File: src/design/scl_pkg.sv
// constants and types of the synthesizer control block
package scl_pkg;

  // bus geometry
  localparam int unsigned SCL_AW = 8;
  localparam int unsigned SCL_DW = 32;

  // register indexes, byte address is four times the index
  localparam logic [5:0] SCL_IDX_CTRL = 6'h00;
  localparam logic [5:0] SCL_IDX_OSC = 6'h01;
  localparam logic [5:0] SCL_IDX_IRQ_STAT = 6'h02;
  localparam logic [5:0] SCL_IDX_IRQ_MASK = 6'h03;
  localparam logic [5:0] SCL_IDX_LOCK_CFG = 6'h04;
  localparam logic [5:0] SCL_IDX_STATUS = 6'h05;
  localparam logic [5:0] SCL_IDX_DIV_FIRST = 6'h06;
  localparam logic [5:0] SCL_IDX_DIV_LAST = 6'h0B;
  localparam logic [5:0] SCL_IDX_FREQ = 6'h0C;

  // control register fields
  localparam int unsigned SCL_CTRL_MODE_LSB = 0;
  localparam int unsigned SCL_CTRL_BAND_LSB = 3;
  localparam int unsigned SCL_CTRL_TRIM_LSB = 5;
  localparam int unsigned SCL_CTRL_SET_BIT = 7;
  localparam logic [7:0] SCL_CTRL_RESET = 8'h00;

  // oscillator register fields
  localparam int unsigned SCL_OSC_EN_BIT = 0;
  localparam int unsigned SCL_OSC_DIV_LSB = 1;
  localparam logic [3:0] SCL_OSC_RESET = 4'h1;

  // interrupt bits
  localparam int unsigned SCL_IRQ_LOCK = 0;
  localparam int unsigned SCL_IRQ_LOSS = 1;
  localparam int unsigned SCL_NIRQ = 2;

  // operating modes
  localparam logic [2:0] SCL_MODE_SLEEP = 3'h0;
  localparam logic [2:0] SCL_MODE_RX = 3'h3;

  // carrier arithmetic
  localparam logic [15:0] SCL_MAIN_MULT = 16'h004B;

  // bus answer state, one-hot
  typedef enum logic [2:0] {
    SCL_BUS_IDLE = 3'b001,
    SCL_BUS_FETCH = 3'b010,
    SCL_BUS_ACK = 3'b100
  } scl_bus_state_t;

  // software configuration
  typedef struct packed {
    logic set_sel;
    logic [1:0] tank_trim_field;
    logic [1:0] band_select_field;
    logic [2:0] operating_mode_field;
  } scl_ctrl_t;

  // one divider set
  typedef struct packed {
    logic [7:0] ref_div;
    logic [7:0] main_div;
    logic [7:0] fine_div;
  } scl_div_set_t;

  // what goes to the analog synthesizer
  typedef struct packed {
    logic [7:0] ref_div;
    logic [15:0] loop_count;
    logic [1:0] band_select_field;
    logic [1:0] tank_trim_field;
  } scl_synth_cfg_t;

  // loop multiplier 75*(main+1)+fine
  function automatic logic [15:0] scl_loop_count(input logic [7:0] main_div,
                                                  input logic [7:0] fine_div);
    logic [15:0] prod;
    prod = SCL_MAIN_MULT * ({8'h00, main_div} + 16'h0001);
    return prod + {8'h00, fine_div};
  endfunction : scl_loop_count

endpackage : scl_pkg

File: src/design/scl_clkout_div.sv
// enable pulse generator for the reference clock output
`timescale 1ns/1ps
`default_nettype none
module scl_clkout_div (
  // clock and reset
  input wire logic clock,
  input wire logic reset_n,
  // control
  input wire logic run,
  input wire logic [2:0] ratio_sel,
  // pulse out
  output logic tick
);
  import scl_pkg::*;

  logic [7:0] count_q;
  logic [7:0] limit;

  // terminal count is 2^sel - 1
  assign limit = 8'((9'h001 << ratio_sel) - 9'h001);

  always_ff @(posedge clock or negedge reset_n) begin
    if (!reset_n) begin
      count_q <= 8'h00;
      tick <= 1'b0;
    end else if (!run) begin
      count_q <= 8'h00;
      tick <= 1'b0;
    end else if (count_q >= limit) begin
      count_q <= 8'h00;
      tick <= 1'b1;
    end else begin
      count_q <= count_q + 8'h01;
      tick <= 1'b0;
    end
  end

endmodule : scl_clkout_div
`default_nettype wire

File: src/design/scl_div_mem.sv
// store for the two divider sets
`timescale 1ns/1ps
`default_nettype none
module scl_div_mem (
  // clock and reset
  input wire logic clock,
  input wire logic reset_n,
  // bus side
  input wire logic wr_en,
  input wire logic [2:0] addr,
  input wire logic [7:0] wr_data,
  output logic [7:0] rd_data,
  // active set
  input wire logic set_sel,
  output scl_pkg::scl_div_set_t active_set
);
  import scl_pkg::*;

  logic [7:0] mem_q [0:5];

  always_ff @(posedge clock or negedge reset_n) begin
    if (!reset_n) begin
      for (int i = 0; i < 6; i++) begin
        mem_q[i] <= 8'h00;
      end
    end else if (wr_en && addr < 3'h6) begin
      mem_q[addr] <= wr_data;
    end
  end

  always_ff @(posedge clock or negedge reset_n) begin
    if (!reset_n) begin
      rd_data <= 8'h00;
      active_set <= '0;
    end else begin
      rd_data <= (addr < 3'h6) ? mem_q[addr] : 8'h00;
      if (set_sel) begin
        active_set <= '{mem_q[3], mem_q[4], mem_q[5]};
      end else begin
        active_set <= '{mem_q[0], mem_q[1], mem_q[2]};
      end
    end
  end

endmodule : scl_div_mem
`default_nettype wire

File: src/design/scl_synth_ctrl.sv
// synthesizer configuration and lock status block
//
// Behaviour
// - when enabled, clock pin carries the reference divided by the chosen ratio.
// - clock output is on after reset and stopped in sleep mode; reset also selects sleep, so the pin stays low until the mode is written.
// - lock flag readable; writing one clears it, writing zero keeps it.
// - with lock pin enabled, the lock pin shows synthesizer lock status.
// - two sets of reference, main and fine dividers at indexes 6 to 11.
// - carrier is 9/8 of crystal over (ref+1) times (75(main+1)+fine).
// - operating mode 011 puts the device in receive operation.
//
// Chosen here: the Wishbone interface to the registers and the register addresses.
`timescale 1ns/1ps
`default_nettype none
module scl_synth_ctrl (
  // clock and reset
  input wire logic clock,
  input wire logic reset_n,
  // wishbone slave
  input wire logic wb_cyc_i,
  input wire logic wb_stb_i,
  input wire logic wb_we_i,
  input wire logic [scl_pkg::SCL_AW-1:0] wb_adr_i,
  input wire logic [3:0] wb_sel_i,
  input wire logic [scl_pkg::SCL_DW-1:0] wb_dat_i,
  output logic [scl_pkg::SCL_DW-1:0] wb_dat_o,
  output logic wb_ack_o,
  // synthesizer
  input wire logic synth_lock_raw,
  output scl_pkg::scl_synth_cfg_t synth_cfg,
  output logic rx_enable,
  output logic sleep_mode,
  // pins
  output logic clk_out,
  output logic lock_pin,
  // interrupt
  output logic irq
);
  import scl_pkg::*;

  ////////////////////////////////////////////////////////////
  // declarations

  scl_bus_state_t bus_q;
  scl_bus_state_t bus_d;
  logic [5:0] idx_q;
  logic we_q;
  logic [31:0] wdat_q;
  logic lane0_q;
  logic [31:0] rdat;
  logic wr_hit;

  scl_ctrl_t ctrl_q;
  logic osc_en_q;
  logic [2:0] osc_div_q;
  logic lock_pin_en_q;
  logic [SCL_NIRQ-1:0] irq_stat_q;
  logic [SCL_NIRQ-1:0] irq_mask_q;
  logic [SCL_NIRQ-1:0] irq_evt;
  logic [SCL_NIRQ-1:0] irq_clr;

  logic lock_meta_q;
  logic lock_sync_q;
  logic lock_prev_q;

  logic mem_wr;
  logic [5:0] mem_idx;
  logic [2:0] mem_addr;
  logic [7:0] mem_rd;
  scl_div_set_t act_set;
  logic clk_run;
  logic clk_tick;

  // divider byte index test
  function automatic logic in_div_range(input logic [5:0] idx);
    return (idx >= SCL_IDX_DIV_FIRST) && (idx <= SCL_IDX_DIV_LAST);
  endfunction : in_div_range

  ////////////////////////////////////////////////////////////
  // bus sequencing

  always_comb begin
    bus_d = bus_q;
    case (bus_q)
      SCL_BUS_IDLE: begin
        if (wb_cyc_i && wb_stb_i) begin
          bus_d = SCL_BUS_FETCH;
        end
      end
      SCL_BUS_FETCH: begin
        bus_d = SCL_BUS_ACK;
      end
      SCL_BUS_ACK: begin
        bus_d = SCL_BUS_IDLE;
      end
      default: begin
        bus_d = SCL_BUS_IDLE;
      end
    endcase
  end

  always_ff @(posedge clock or negedge reset_n) begin
    if (!reset_n) begin
      bus_q <= SCL_BUS_IDLE;
    end else begin
      bus_q <= bus_d;
    end
  end

  // request capture
  always_ff @(posedge clock or negedge reset_n) begin
    if (!reset_n) begin
      idx_q <= 6'h00;
      we_q <= 1'b0;
      wdat_q <= 32'h0000_0000;
      lane0_q <= 1'b0;
    end else if (bus_q == SCL_BUS_IDLE && wb_cyc_i && wb_stb_i) begin
      idx_q <= wb_adr_i[7:2];
      we_q <= wb_we_i;
      wdat_q <= wb_dat_i;
      lane0_q <= wb_sel_i[0];
    end
  end

  // write strobe in the acknowledge-setting cycle
  assign wr_hit = (bus_q == SCL_BUS_FETCH) && we_q && lane0_q;

  ////////////////////////////////////////////////////////////
  // acknowledge and read data

  always_ff @(posedge clock or negedge reset_n) begin
    if (!reset_n) begin
      wb_ack_o <= 1'b0;
    end else begin
      wb_ack_o <= (bus_q == SCL_BUS_FETCH);
    end
  end

  // read mux
  always_comb begin
    rdat = 32'h0000_0000;
    if (idx_q == SCL_IDX_CTRL) begin
      rdat[7:0] = ctrl_q;
    end else if (idx_q == SCL_IDX_OSC) begin
      rdat[SCL_OSC_EN_BIT] = osc_en_q;
      rdat[SCL_OSC_DIV_LSB +: 3] = osc_div_q;
    end else if (idx_q == SCL_IDX_IRQ_STAT) begin
      rdat[SCL_NIRQ-1:0] = irq_stat_q;
    end else if (idx_q == SCL_IDX_IRQ_MASK) begin
      rdat[SCL_NIRQ-1:0] = irq_mask_q;
    end else if (idx_q == SCL_IDX_LOCK_CFG) begin
      rdat[0] = lock_pin_en_q;
    end else if (idx_q == SCL_IDX_STATUS) begin
      rdat[0] = lock_sync_q;
      rdat[1] = rx_enable;
      rdat[2] = clk_run;
    end else if (in_div_range(idx_q)) begin
      rdat[7:0] = mem_rd;
    end else if (idx_q == SCL_IDX_FREQ) begin
      rdat[15:0] = synth_cfg.loop_count;
      rdat[23:16] = synth_cfg.ref_div;
    end else begin
      rdat = 32'h0000_0000;
    end
  end

  always_ff @(posedge clock or negedge reset_n) begin
    if (!reset_n) begin
      wb_dat_o <= 32'h0000_0000;
    end else if (bus_q == SCL_BUS_FETCH && !we_q) begin
      wb_dat_o <= rdat;
    end else begin
      wb_dat_o <= 32'h0000_0000;
    end
  end

  ////////////////////////////////////////////////////////////
  // configuration registers

  always_ff @(posedge clock or negedge reset_n) begin
    if (!reset_n) begin
      ctrl_q <= SCL_CTRL_RESET;
    end else if (wr_hit && idx_q == SCL_IDX_CTRL) begin
      ctrl_q <= wdat_q[7:0];
    end
  end

  // clock output enable is set by reset
  always_ff @(posedge clock or negedge reset_n) begin
    if (!reset_n) begin
      osc_en_q <= SCL_OSC_RESET[SCL_OSC_EN_BIT];
      osc_div_q <= SCL_OSC_RESET[SCL_OSC_DIV_LSB +: 3];
    end else if (wr_hit && idx_q == SCL_IDX_OSC) begin
      osc_en_q <= wdat_q[SCL_OSC_EN_BIT];
      osc_div_q <= wdat_q[SCL_OSC_DIV_LSB +: 3];
    end
  end

  always_ff @(posedge clock or negedge reset_n) begin
    if (!reset_n) begin
      lock_pin_en_q <= 1'b0;
    end else if (wr_hit && idx_q == SCL_IDX_LOCK_CFG) begin
      lock_pin_en_q <= wdat_q[0];
    end
  end

  always_ff @(posedge clock or negedge reset_n) begin
    if (!reset_n) begin
      irq_mask_q <= '0;
    end else if (wr_hit && idx_q == SCL_IDX_IRQ_MASK) begin
      irq_mask_q <= wdat_q[SCL_NIRQ-1:0];
    end
  end

  ////////////////////////////////////////////////////////////
  // divider sets

  // read address leads while idle, so the byte stands by the fetch cycle
  always_comb begin
    if (bus_q == SCL_BUS_IDLE) begin
      mem_idx = wb_adr_i[7:2];
    end else begin
      mem_idx = idx_q;
    end
  end

  assign mem_addr = 3'(mem_idx - SCL_IDX_DIV_FIRST);
  assign mem_wr = wr_hit && in_div_range(idx_q);

  scl_div_mem u_div_mem (
    .clock(clock),
    .reset_n(reset_n),
    .wr_en(mem_wr),
    .addr(mem_addr),
    .wr_data(wdat_q[7:0]),
    .rd_data(mem_rd),
    .set_sel(ctrl_q.set_sel),
    .active_set(act_set)
  );

  // synthesizer word from the active set, band and trim from the control register
  always_ff @(posedge clock or negedge reset_n) begin
    if (!reset_n) begin
      synth_cfg <= '0;
    end else begin
      synth_cfg.ref_div <= act_set.ref_div;
      synth_cfg.loop_count <= scl_loop_count(act_set.main_div,
                                             act_set.fine_div);
      synth_cfg.band_select_field <= ctrl_q.band_select_field;
      synth_cfg.tank_trim_field <= ctrl_q.tank_trim_field;
    end
  end

  ////////////////////////////////////////////////////////////
  // operating mode

  always_ff @(posedge clock or negedge reset_n) begin
    if (!reset_n) begin
      rx_enable <= 1'b0;
      sleep_mode <= 1'b1;
    end else begin
      rx_enable <= (ctrl_q.operating_mode_field == SCL_MODE_RX);
      sleep_mode <= (ctrl_q.operating_mode_field == SCL_MODE_SLEEP);
    end
  end

  ////////////////////////////////////////////////////////////
  // clock output

  // stopped in sleep
  assign clk_run = osc_en_q
                   && (ctrl_q.operating_mode_field != SCL_MODE_SLEEP);

  scl_clkout_div u_clkout_div (
    .clock(clock),
    .reset_n(reset_n),
    .run(clk_run),
    .ratio_sel(osc_div_q),
    .tick(clk_tick)
  );

  always_ff @(posedge clock or negedge reset_n) begin
    if (!reset_n) begin
      clk_out <= 1'b0;
    end else if (!clk_run) begin
      clk_out <= 1'b0;
    end else if (clk_tick) begin
      clk_out <= !clk_out;
    end
  end

  ////////////////////////////////////////////////////////////
  // lock synchroniser

  always_ff @(posedge clock or negedge reset_n) begin
    if (!reset_n) begin
      lock_meta_q <= 1'b0;
      lock_sync_q <= 1'b0;
      lock_prev_q <= 1'b0;
    end else begin
      lock_meta_q <= synth_lock_raw;
      lock_sync_q <= lock_meta_q;
      lock_prev_q <= lock_sync_q;
    end
  end

  // lock indicator pin
  always_ff @(posedge clock or negedge reset_n) begin
    if (!reset_n) begin
      lock_pin <= 1'b0;
    end else begin
      lock_pin <= lock_pin_en_q && lock_sync_q;
    end
  end

  ////////////////////////////////////////////////////////////
  // sticky flags and interrupt

  assign irq_evt[SCL_IRQ_LOCK] = lock_sync_q && !lock_prev_q;
  assign irq_evt[SCL_IRQ_LOSS] = !lock_sync_q && lock_prev_q;
  assign irq_clr = (wr_hit && idx_q == SCL_IDX_IRQ_STAT)
                   ? wdat_q[SCL_NIRQ-1:0] : '0;

  // set beats clear
  always_ff @(posedge clock or negedge reset_n) begin
    if (!reset_n) begin
      irq_stat_q <= '0;
    end else begin
      irq_stat_q <= (irq_stat_q & ~irq_clr) | irq_evt;
    end
  end

  always_ff @(posedge clock or negedge reset_n) begin
    if (!reset_n) begin
      irq <= 1'b0;
    end else begin
      irq <= |(((irq_stat_q & ~irq_clr) | irq_evt) & irq_mask_q);
    end
  end

endmodule : scl_synth_ctrl
`default_nettype wire

File: config.mk
export PLATFORM = sky130hd
export DESIGN_NAME = scl_synth_ctrl
export DESIGN_NICKNAME = d
export VERILOG_FILES = /design/src/design/scl_pkg.sv /design/src/design/scl_clkout_div.sv /design/src/design/scl_div_mem.sv /design/src/design/scl_synth_ctrl.sv
export SDC_FILE = /design/constraint.sdc
export NUM_CORES = 1
export LEC_CHECK = 0
export ABC_AREA = 1
export BUFFER_PORTS_ARGS = -buffer_cell sky130_fd_sc_hd__buf_2
export CORE_MARGIN = 8
export CORE_UTILIZATION = 40
export DETAILED_ROUTE_END_ITERATION = 10
export MAX_ROUTING_LAYER = met4
export PLACE_DENSITY_LB_ADDON = 0.08
export SLEW_MARGIN = 20
export SYNTH_ARGS = -nofsm -noshare
export SYNTH_HDL_FRONTEND = slang
export SYNTH_HIERARCHICAL = 1
export SYNTH_SLANG_ARGS = --single-unit
File: constraint.sdc
create_clock -name clock -period 9 [get_ports clock]
set_clock_uncertainty 0.2 [all_clocks]
set_input_delay 1.35 -clock clock [delete_from_list [all_inputs] [get_ports clock]]
set_output_delay 1.35 -clock clock [all_outputs]
set_load 0.02 [all_outputs]
==> impl_metrics.ini, run 1 <==
[clocking]
cts.clk_slew.worst_paths_ns = 0.07
cts.sinks = 186
cts_tree = built
numCtsBuffers = 17
cts_resized = 0
clk_latency_ns = 0.44
postCtsHoldBufs = 0
postCtsSetupBuffers = 0
ctsRootBufferMaster = clkbuf_16
htree_levels = 4
cts_buffer_depth = 2

[timing]
min_period_over_period_pct = 49.2
setup_tns_ns = 0
setup_viol = 0
timing_hold_violations_final = 0
tightest_slew_ns = 0.682
fmax_ghz = 0.226
fin_crit_ns = 4.43
slew_viol_final = 0
rsz0062_at_grt = no
slew_headroom_pct = 54.5

[floorplan]
dieArea_um2 = 29100
die_x_um = 170
rows = 56
ios = 116
start_util_pct = 40.7
core_region_area_um2 = 23500
die_h_um = 170

[detailed_routing]
via_count = 6814
via_per_inst = 4.59
wl_mm = 21.8
firstDrtPassIters = 5
ant_nets = 0
drt_iter0_markers = 386
avgRoutedWirePerCell_um = 14.7
post-route-drc-count = 0

[global_route]
grtUsageTotal_pct = 16.3
grt_overflow = 0
grt_pass1_vias = 6771
grt_first_pass_wirelength_mm = 35.8
grt_max_degree = 87
antenna_found_initial = 0

[critical_path]
worstSetupEndpointType = flip-flop
cpMostUsedCell = ha_1
crit_type = reg2reg
reg2reg_setup_slack_ns = 4.57
critPathRequiredTime_ns = 9.11
slowest_delay_ns = 0.53
crit_fanout = 4
worst_setup_path_start_kind = flip-flop
critPathTopFamily = adder cells
crit_buf_inv = 2
cp_cell_sequence = ha_1, nand3_1, nor2_1, nand2_1, xor2_1, ha_1, ha_1, fa_1, inv_1, fa_1, inv_1, ha_1, nand2_1, nand2_1, a31oi_1, nand3_1, xor2_1
cpMaxStageDelayCell = fa_1
crit_arrival_ns = 4.55

[synth]
synth_mux_area_share_pct = 0
async_reset_ff_share_pct = 100
synth_cell_types = 43
synth_adder_area_share_pct = 10.2
ys_seq_area_share_pct = 48.8
yosys_warnings = 6
postSynthAreaPerCell_um2 = 8.90
synth_compound_area_share_pct = 8.24
synth-edff-count = 0
synth-simple-area-share_pct = 21.0
synth-xor-area-share_pct = 2.28
synth_flop_cell = dfrtp_1
synth_top_family_by_area = simple AND/OR/NAND/NOR gates
synth-seq-cells = 186
synthesis.instances = 1073
syn_area_um2 = 9550

[layout]
area_delta_synth_final_pct = 13.6
drive_gt1_share_pct = 16.0
finalNetCount = 1271
n_antenna_cell = 0
final_cells = 1485

[outcome]
status = finished clean

[worst_hold_path]
worstHoldPathType = reg2reg

[power_and_ir_drop]
vdd_drop_max_v = 0.0000910
p_leak_nw = 5.67
powerDensity_nw_per_um2 = 178

[flow_run]
maxCapViolCount = 0

[placed_design]
port_buffers = 78
globalplace.congestion = 0.818
dpl.cell_count = 1453
dp_hpwl_mm = 16.5
[through the flow]
| step | utilization [%] | power, mW | instance area [µm²] | worst slack, ns | hold slack (ns) |
|---|---|---|---|---|---|
| after global routing | 46.2 | 2.02 | 10800 | 4.24 | 0.151 |
| after CTS | 46.2 | 1.95 | 10800 | 4.53 | 0.142 |
| after global placement | 43.5 | 1.16 | 10200 | 4.57 | 0.134 |
| after detailed placement | 43.5 | 1.16 | 10200 | 4.56 | 0.135 |
| after floorplan | - | 1.08 | 9570 | 5.03 | 0.131 |
| final | 46.2 | 1.93 | 10800 | 4.57 | 0.143 |
[flip-flops by register name (all words and copies together) (netlist names), 8 cells and up]
| register | cells |
|---|---|
| ctrl_q | 8 |
| synth_cfg | 28 |
| u_clkout_div/count_q | 8 |
| u_div_mem/active_set | 24 |
| u_div_mem/mem_q | 48 |
| u_div_mem/rd_data | 8 |
| wb_dat_o | 24 |
| wdat_q | 8 |
[layout make-up]
type,instances,area (µm²)
Tap cell,319,399
Timing Repair Buffer,83,437
Sequential cell,186,4660
Inverter,186,701
Clock inverter,14,180
Multi-Input combinational cell,679,4030
Fill cell,2341,12600
Clock buffer,18,439
[layer usage]
layer	vias up	routed length, µm	GRT usage [%]
met1	3168	10900	21.9
met4	0	346	5.45
li1	3485	-	-
met2	136	9690	24.5
met5	-	0	-
met3	25	887	2.76
[synth_stat cells, drive strengths merged, types with 8 or more instances]
library cell	instances	area (µm²)
nand4	8	56.3
dfrtp	183	4580
nor2	83	409
inv	186	701
ha	52	651
o21ai	104	603
fa	16	320
xor2	17	156
buf	24	180
a21oi	20	100
nor3b	10	75.1
nand3	56	313
nand2	276	1080
[kinds of logic (layout without fill, tap and decap cells)]
kind of cell / count (synthesis) / in the layout
AOI/OAI and AO/OA: 136 / 136
xor gates and xnor gates: 24 / 24
adders and majority gates: 68 / 68
buffers and inverters: 215 / 301
and+or+nand+nor: 442 / 442
other: 2 / 9
DFF: 186 / 186
[report_power, final]
part / switching, mW / leakage (nW) / total, mW / internal (mW)
registers: 0.0295 / 2.50 / 0.901 / 0.871
logic: 0.183 / 2.87 / 0.243 / 0.0596
clock network: 0.354 / 0.303 / 0.784 / 0.430
total: 0.567 / 5.67 / 1.93 / 1.36
[worst reg2reg max path: stages (launching register included)]
cell and delay, ns:
dfrtp_1 0.42, ha_1 0.21, nand3_1 0.12, nor2_1 0.14, nand2_1 0.08, xor2_1 0.38
ha_1 0.32, ha_1 0.32, fa_1 0.53, inv_1 0.05, fa_1 0.53, inv_1 0.04
ha_1 0.35, nand2_1 0.08, nand2_1 0.07, a31oi_1 0.22, nand3_1 0.11, xor2_1 0.15
[final timing paths]
kind | start | end | depth (start not counted)
min reg2reg | u_div_mem/active_set[16]$_DFF_PN0_ | synth_cfg[20]$_DFF_PN0_ | 0
max reg2reg | u_div_mem/active_set[8]$_DFF_PN0_ | synth_cfg[16]$_DFF_PN0_ | 17
min in group asynchronous | reset_n | wb_dat_o[0]$_DFF_PN0_ | 1
max | u_div_mem/active_set[8]$_DFF_PN0_ | synth_cfg[16]$_DFF_PN0_ | 17
max in group asynchronous | reset_n | u_div_mem/active_set[3]$_DFF_PN0_ | 2
min | u_div_mem/active_set[16]$_DFF_PN0_ | synth_cfg[20]$_DFF_PN0_ | 0
[cells in the final DEF (no fill, tap or decap), drive strengths merged]
cell type / synthesis / layout
nor3: 7 / 7
o21a: 1 / 1
buf: 24 / 82
nand4: 8 / 8
nand3: 56 / 56
dfstp: 3 / 3
clkinv: 0 / 5
dfrtp: 183 / 183
bufinv: 0 / 2
and3: 1 / 1
a21oi: 20 / 20
nor2: 83 / 83
clkbuf: 5 / 19
o21bai: 2 / 2
a21o: 1 / 1
xnor2: 7 / 7
a31oi: 5 / 5
clkinvlp: 0 / 1
conb: 2 / 9
a21boi: 1 / 1
ha: 52 / 52
nor4: 1 / 1
nand2: 276 / 276
o211ai: 2 / 2
o21ai: 104 / 104
nor3b: 10 / 10
inv: 186 / 192
fa: 16 / 16
xor2: 17 / 17
No activity file was read; power rests on OpenSTA's default activity.
==> run 2: changes to the inputs <==
clock period = 4.4 ns   (was 9 ns; I/O delays follow)
==> run 2 against run 1 <==
Final cell count up 0.27%. Critical path depth unchanged. First-iteration DRC count down 11%. Combinational power up 110%. Critical endpoint is now synth_cfg[17]$_DFF_PN0_.
==> impl_metrics.ini, run 2 (synthesized netlist as in run 1, its figures left out) <==
[floorplan]
core_region_area_um2 = 23500
die_x_um = 170
ios = 116
die_h_um = 170
rows = 56
dieArea_um2 = 29100
start_util_pct = 40.7

[clocking]
cts.clk_slew.worst_paths_ns = 0.08
cts.sinks = 186
numCtsBuffers = 17
clk_latency_ns = 0.44
htree_levels = 4
ctsRootBufferMaster = clkbuf_16
cts_tree = built
cts_buffer_depth = 2

[layout]
nFillCells = 2298
top_register = u_div_mem/mem_q
drive_gt1_share_pct = 17.0
finalNetCount = 1275
multiInputGateArea_um2 = 4080
seqCellArea_um2 = 4660
n_antenna_cell = 0
area_delta_synth_final_pct = 14.8
layout_common_cells = nand2_1 (261), dfrtp_1 (183), inv_1 (180), buf_2 (77), o21ai_0 (69)
reg.largest.list = u_div_mem/mem_q (48), synth_cfg (28)
largest_reg_flops = 48
final_common_cell = nand2_1

[timing]
fin_crit_ns = 4.09
slew_viol_final = 0
setup_viol = 0
holdWs_ns = 0.118
min_period_over_period_pct = 93.0
setup_tns_ns = 0
timing_hold_violations_final = 0
tightest_slew_ns = 1.07
fmax_ghz = 0.244
fin_ws_ns = 0.310
slew_headroom_pct = 28.6

[detailed_routing]
drt_iter0_markers = 342
avgRoutedWirePerCell_um = 14.6
via_count = 6849
firstDrtPassIters = 5
post-route-drc-count = 0
ant_nets = 0
wl_mm = 21.7
via_per_inst = 4.60

[power_and_ir_drop]
internal-power_mw = 2.89
power.switching_mw = 1.11
comb_power_share_pct = 12.5
power_switching_share_pct = 27.7
p_leak_nw = 5.70
clock_power_share_pct = 41.3
vdd_drop_max_v = 0.000230
powerDensity_nw_per_um2 = 364
p_seq_share_pct = 46.2

[critical_path]
worst_setup_path_start_kind = flip-flop
crit_type = reg2reg
worstSetupEndpointType = flip-flop
startpoint = u_div_mem/active_set[8]$_DFF_PN0_
critPathRequiredTime_ns = 4.55
timing.rr.start = u_div_mem/active_set[8]$_DFF_PN0_
r2r-end = synth_cfg[17]$_DFF_PN0_
setup.worst_path.end = synth_cfg[17]$_DFF_PN0_
crit_arrival_ns = 4.24
crit_fanout = 4
reg2reg_setup_slack_ns = 0.31
rr_worst_depth = 17

[placed_design]
place_ws_ns = 0.0381
port_buffers = 78
globalplace.congestion = 0.825
dp_hpwl_mm = 16.5

[worst_hold_path]
worstHoldPathType = in2reg

[global_route]
grt_first_pass_wirelength_mm = 35.7
antenna_found_initial = 0
grt_overflow = 0
grt_pass1_vias = 6807
grt_max_degree = 103
grtUsageTotal_pct = 16.1

[flow_run]
maxCapViolCount = 0

[outcome]
status = finished clean
-- run 2: cell types whose count changed in the layout (fill, tap and decap cells not counted), moves of 3 or more --
| cell | delta |
|---|---|
| clkinv_4 | -3 |
| ha_1 | -3 |
| inv_6 | +4 |
| inv_8 | -4 |
| nor2_1 | -3 |
| nor2_2 | +3 |
-- run 2: layout make-up --
type | instances | area share, %
Sequential cell | 186 | 42.5
Clock inverter | 12 | 1.69
Tap cell | 319 | 3.64
Inverter | 186 | 6.40
Multi-Input combinational cell | 679 | 37.3
Timing Repair Buffer | 87 | 4.40
Clock buffer | 20 | 4.08
-- run 2: timing repair --
item / 4_1_cts / 5_1_grt
resized for setup: 0 / 14
setup endpoints to repair: 0 / 8
hold endpoints to repair: 35 / 0
hold buffers: 1 / 0
setup buffers: 0 / 3
-- run 2: routing by layer --
layer  up-vias  part of all wire [%]  GRT usage, %  wire length [µm]
li1       3497                     -             -                 -
met1      3222                    50          21.6             10800
met2       114                    45          25.0              9710
met3        16                   4.3          2.92               929
met4         0                   1.1          4.08               228
met5         -                     0             -                 0
-- run 2: critical path: stages, from the launching register on --
cell	delay [ns]
dfrtp_1	0.37
ha_2	0.20
nand3_2	0.10
nor2_2	0.15
nand4_1	0.21
inv_2	0.15
ha_1	0.24
ha_1	0.31
fa_1	0.54
inv_1	0.05
fa_1	0.52
inv_1	0.06
ha_4	0.28
nand2_1	0.08
nor2_2	0.14
nand3_1	0.08
nand3_1	0.15
xor2_1	0.17
-- run 2: how the worst min path moves through the flow --
| stage | start | end | slack [ns] | depth (start not counted) |
|---|---|---|---|---|
| 5_1_grt | synth_lock_raw | lock_meta_q$_DFF_PN0_ | 0.11 | 1 |
| 3_5_place_dp | u_div_mem/active_set[20]$_DFF_PN0_ | synth_cfg[24]$_DFF_PN0_ | 0.14 | 0 |
| 3_3_place_gp | u_div_mem/active_set[21]$_DFF_PN0_ | synth_cfg[25]$_DFF_PN0_ | 0.13 | 0 |
| 2_1_floorplan | lock_meta_q$_DFF_PN0_ | lock_sync_q$_DFF_PN0_ | 0.13 | 0 |
| 4_1_cts | synth_lock_raw | lock_meta_q$_DFF_PN0_ | 0.11 | 1 |
| 6_report | synth_lock_raw | lock_meta_q$_DFF_PN0_ | 0.12 | 1 |
-- run 2: per-stage QoR --
step	power, mW	cells	util [%]	area, µm²
6_report	3.99	1489	46.7	11000
5_1_grt	4.19	1489	46.7	11000
4_1_cts	4.05	1486	46.3	10900
3_5_place_dp	2.38	1453	43.6	10200
3_3_place_gp	2.38	1453	43.6	10200
2_1_floorplan	2.20	1080	-	9570
-- run 2: power by group through the flow --
stage	sequential, mW	combinational (mW)	clock [mW]
6_report	1.84	0.499	1.65
5_1_grt	1.85	0.567	1.77
4_1_cts	1.84	0.508	1.69
3_5_place_dp	1.88	0.506	0
3_3_place_gp	1.88	0.503	0
2_1_floorplan	1.87	0.338	0
==> run 3: changes to the inputs <==
CTS_BUF_LIST = sky130_fd_sc_hd__clkbuf_8   (was unset)
PLACE_DENSITY_LB_ADDON = unset   (was 0.08)
==> run 3 against run 2 <==
Via count up 0.18%. Flip-flop and latch count did not move. Critical path depth unchanged. Die area unchanged. Setup slack lost 0.035 ns. Critical endpoint unchanged. Largest power group unchanged. Highest routed layer unchanged.
==> impl_metrics.ini, run 3 (synthesized netlist as in run 1, its figures left out) <==
[critical_path]
slowest_delay_ns = 0.54
critPathRequiredTime_ns = 4.59
critPathTopFamily = adder cells
crit_buf_inv = 2
crit_arrival_ns = 4.31
worst_setup_path_start_kind = flip-flop
cpMaxStageDelayCell = fa_1
reg2reg_setup_slack_ns = 0.27
crit_fanout = 4
worstSetupEndpointType = flip-flop
cp_cell_sequence = ha_2, nand3_2, nor2_1, nand2_1, xor2_2, ha_1, ha_1, fa_1, inv_1, fa_1, inv_1, ha_4, nand2_1, nor2_2, nand3_1, nand3_1, xor2_1
crit_type = reg2reg

[clocking]
cts.sinks = 186
cts.clk_slew.worst_paths_ns = 0.09
cts_tree = built
postCtsHoldBufs = 0
ctsRootBufferMaster = clkbuf_8
htree_levels = 4
cts_buffer_depth = 2
clk_latency_ns = 0.46
numCtsBuffers = 17

[layout]
nFillCells = 2310
layout_common_cells = nand2_1 (262), dfrtp_1 (183), inv_1 (181), buf_2 (77), o21ai_0 (69)
largest_reg_flops = 48
fin_util_pct = 45.5
seqCellArea_um2 = 4660
area_delta_synth_final_pct = 11.9
final_cells = 1487
reg.largest.list = u_div_mem/mem_q (48), synth_cfg (28)
final_common_cell = nand2_1
finalNetCount = 1273
drive_gt1_share_pct = 17.0
fin_area_um2 = 10700
multiInputGateArea_um2 = 4080
top_register = u_div_mem/mem_q
n_antenna_cell = 0

[floorplan]
dieArea_um2 = 29100
ios = 116
die_x_um = 170
core_region_area_um2 = 23500
start_util_pct = 40.7
die_h_um = 170
rows = 56

[global_route]
antenna_found_initial = 1
grt_pass1_vias = 6766
grtUsageTotal_pct = 15.6
grt_first_pass_wirelength_mm = 34.8
grt_overflow = 0
grt_max_degree = 100

[power_and_ir_drop]
clock_power_share_pct = 32.3
p_seq_share_pct = 53.4
p_leak_nw = 5.56
power.switching_mw = 1.05
comb_power_share_pct = 14.3
powerDensity_nw_per_um2 = 324
power_switching_share_pct = 30.5
internal-power_mw = 2.40
vdd_drop_max_v = 0.000218
p_total_mw = 3.46

[timing]
setup_viol = 0
tightest_slew_ns = 1.04
holdWs_ns = 0.0686
fmax_ghz = 0.242
timing_hold_violations_final = 0
min_period_over_period_pct = 93.8
slew_headroom_pct = 30.8
slew_viol_final = 0
fin_crit_ns = 4.13

[placed_design]
dpl_cell_area_um2 = 10200
port_buffers = 78
globalplace.congestion = 0.846
dpl.cell_count = 1454
dp_hpwl_mm = 15.8

[outcome]
status = finished clean

[detailed_routing]
avgRoutedWirePerCell_um = 14.1
via_per_inst = 4.61
via_count = 6861
firstDrtPassIters = 5
drt_iter0_markers = 547
wl_mm = 20.9
ant_nets = 0
post-route-drc-count = 0

[worst_hold_path]
worstHoldPathType = in2async

[flow_run]
maxCapViolCount = 0
[run 3: cell types whose count changed in the layout (fill, tap and decap cells not counted), moves of 2 or more]
| cell | delta |
|---|---|
| clkbuf_16 | -17 |
| bufinv_16 | -3 |
| clkbuf_1 | -2 |
| inv_6 | -2 |
| clkbuf_8 | +19 |
| clkinvlp_4 | +4 |
| clkinv_4 | +2 |
[run 3: what timing repair did]
| action | 4_1_cts | 5_1_grt |
|---|---|---|
| setup buffers | 0 | 1 |
| endpoints found under the setup margin | 0 | 8 |
| resized for setup | 0 | 12 |
[run 3: worst register-to-register path, delay by kind of cell (launching register included)]
family | cells | cell delay, ns
XOR/XNOR | 2 | 0.42
adder cells (fa/ha/maj) | 6 | 2.15
flip-flops | 1 | 0.39
AND/OR/NAND/NOR | 7 | 0.78
buffers and inverters | 2 | 0.11
[run 3: worst paths after layout]
path / start / endpoint / cells past startpoint
worst max register to register: u_div_mem/active_set[8]$_DFF_PN0_ / synth_cfg[17]$_DFF_PN0_ / 17
min in group clock: synth_lock_raw / lock_meta_q$_DFF_PN0_ / 1
worst min-delay path: reset_n / u_clkout_div/count_q[2]$_DFF_PN0_ / 1
worst max-delay path: u_div_mem/active_set[8]$_DFF_PN0_ / synth_cfg[17]$_DFF_PN0_ / 17
max in group asynchronous: reset_n / u_div_mem/mem_q[28]$_DFFE_PN0P_ / 2
worst min register to register: u_div_mem/active_set[21]$_DFF_PN0_ / synth_cfg[25]$_DFF_PN0_ / 0
[run 3: cell type report]
class | count | area share [%]
Timing Repair Buffer | 85 | 4.23
Multi-Input combinational cell | 679 | 38.2
Clock inverter | 12 | 1.07
Clock buffer | 20 | 2.58
Sequential cell | 186 | 43.6
Inverter | 186 | 6.56
Tap cell | 319 | 3.74
[run 3: layer usage]
layer	GRT usage, %	share of wire [%]	vias up
li1	-	-	3482
met4	3.59	0.97	0
met1	21.0	49	3219
met3	3.36	5.7	18
met5	-	0	-
met2	23.7	44	142
[run 3: power by group through the flow]
stage	clock network [mW]	logic (mW)	registers [mW]
after floorplan	0	0.338	1.87
after global placement	0	0.493	1.88
after detailed placement	0	0.498	1.88
after CTS	1.16	0.500	1.85
after global routing	1.23	0.560	1.86
final	1.11	0.494	1.85
[run 3: through the flow]
step	setup slack, ns	TNS, ns
after detailed placement	0.0328	0
after global routing	-0.00724	-0.00724
after floorplan	0.434	0
after CTS	0.00619	0
final	0.275	0
after global placement	0.155	0
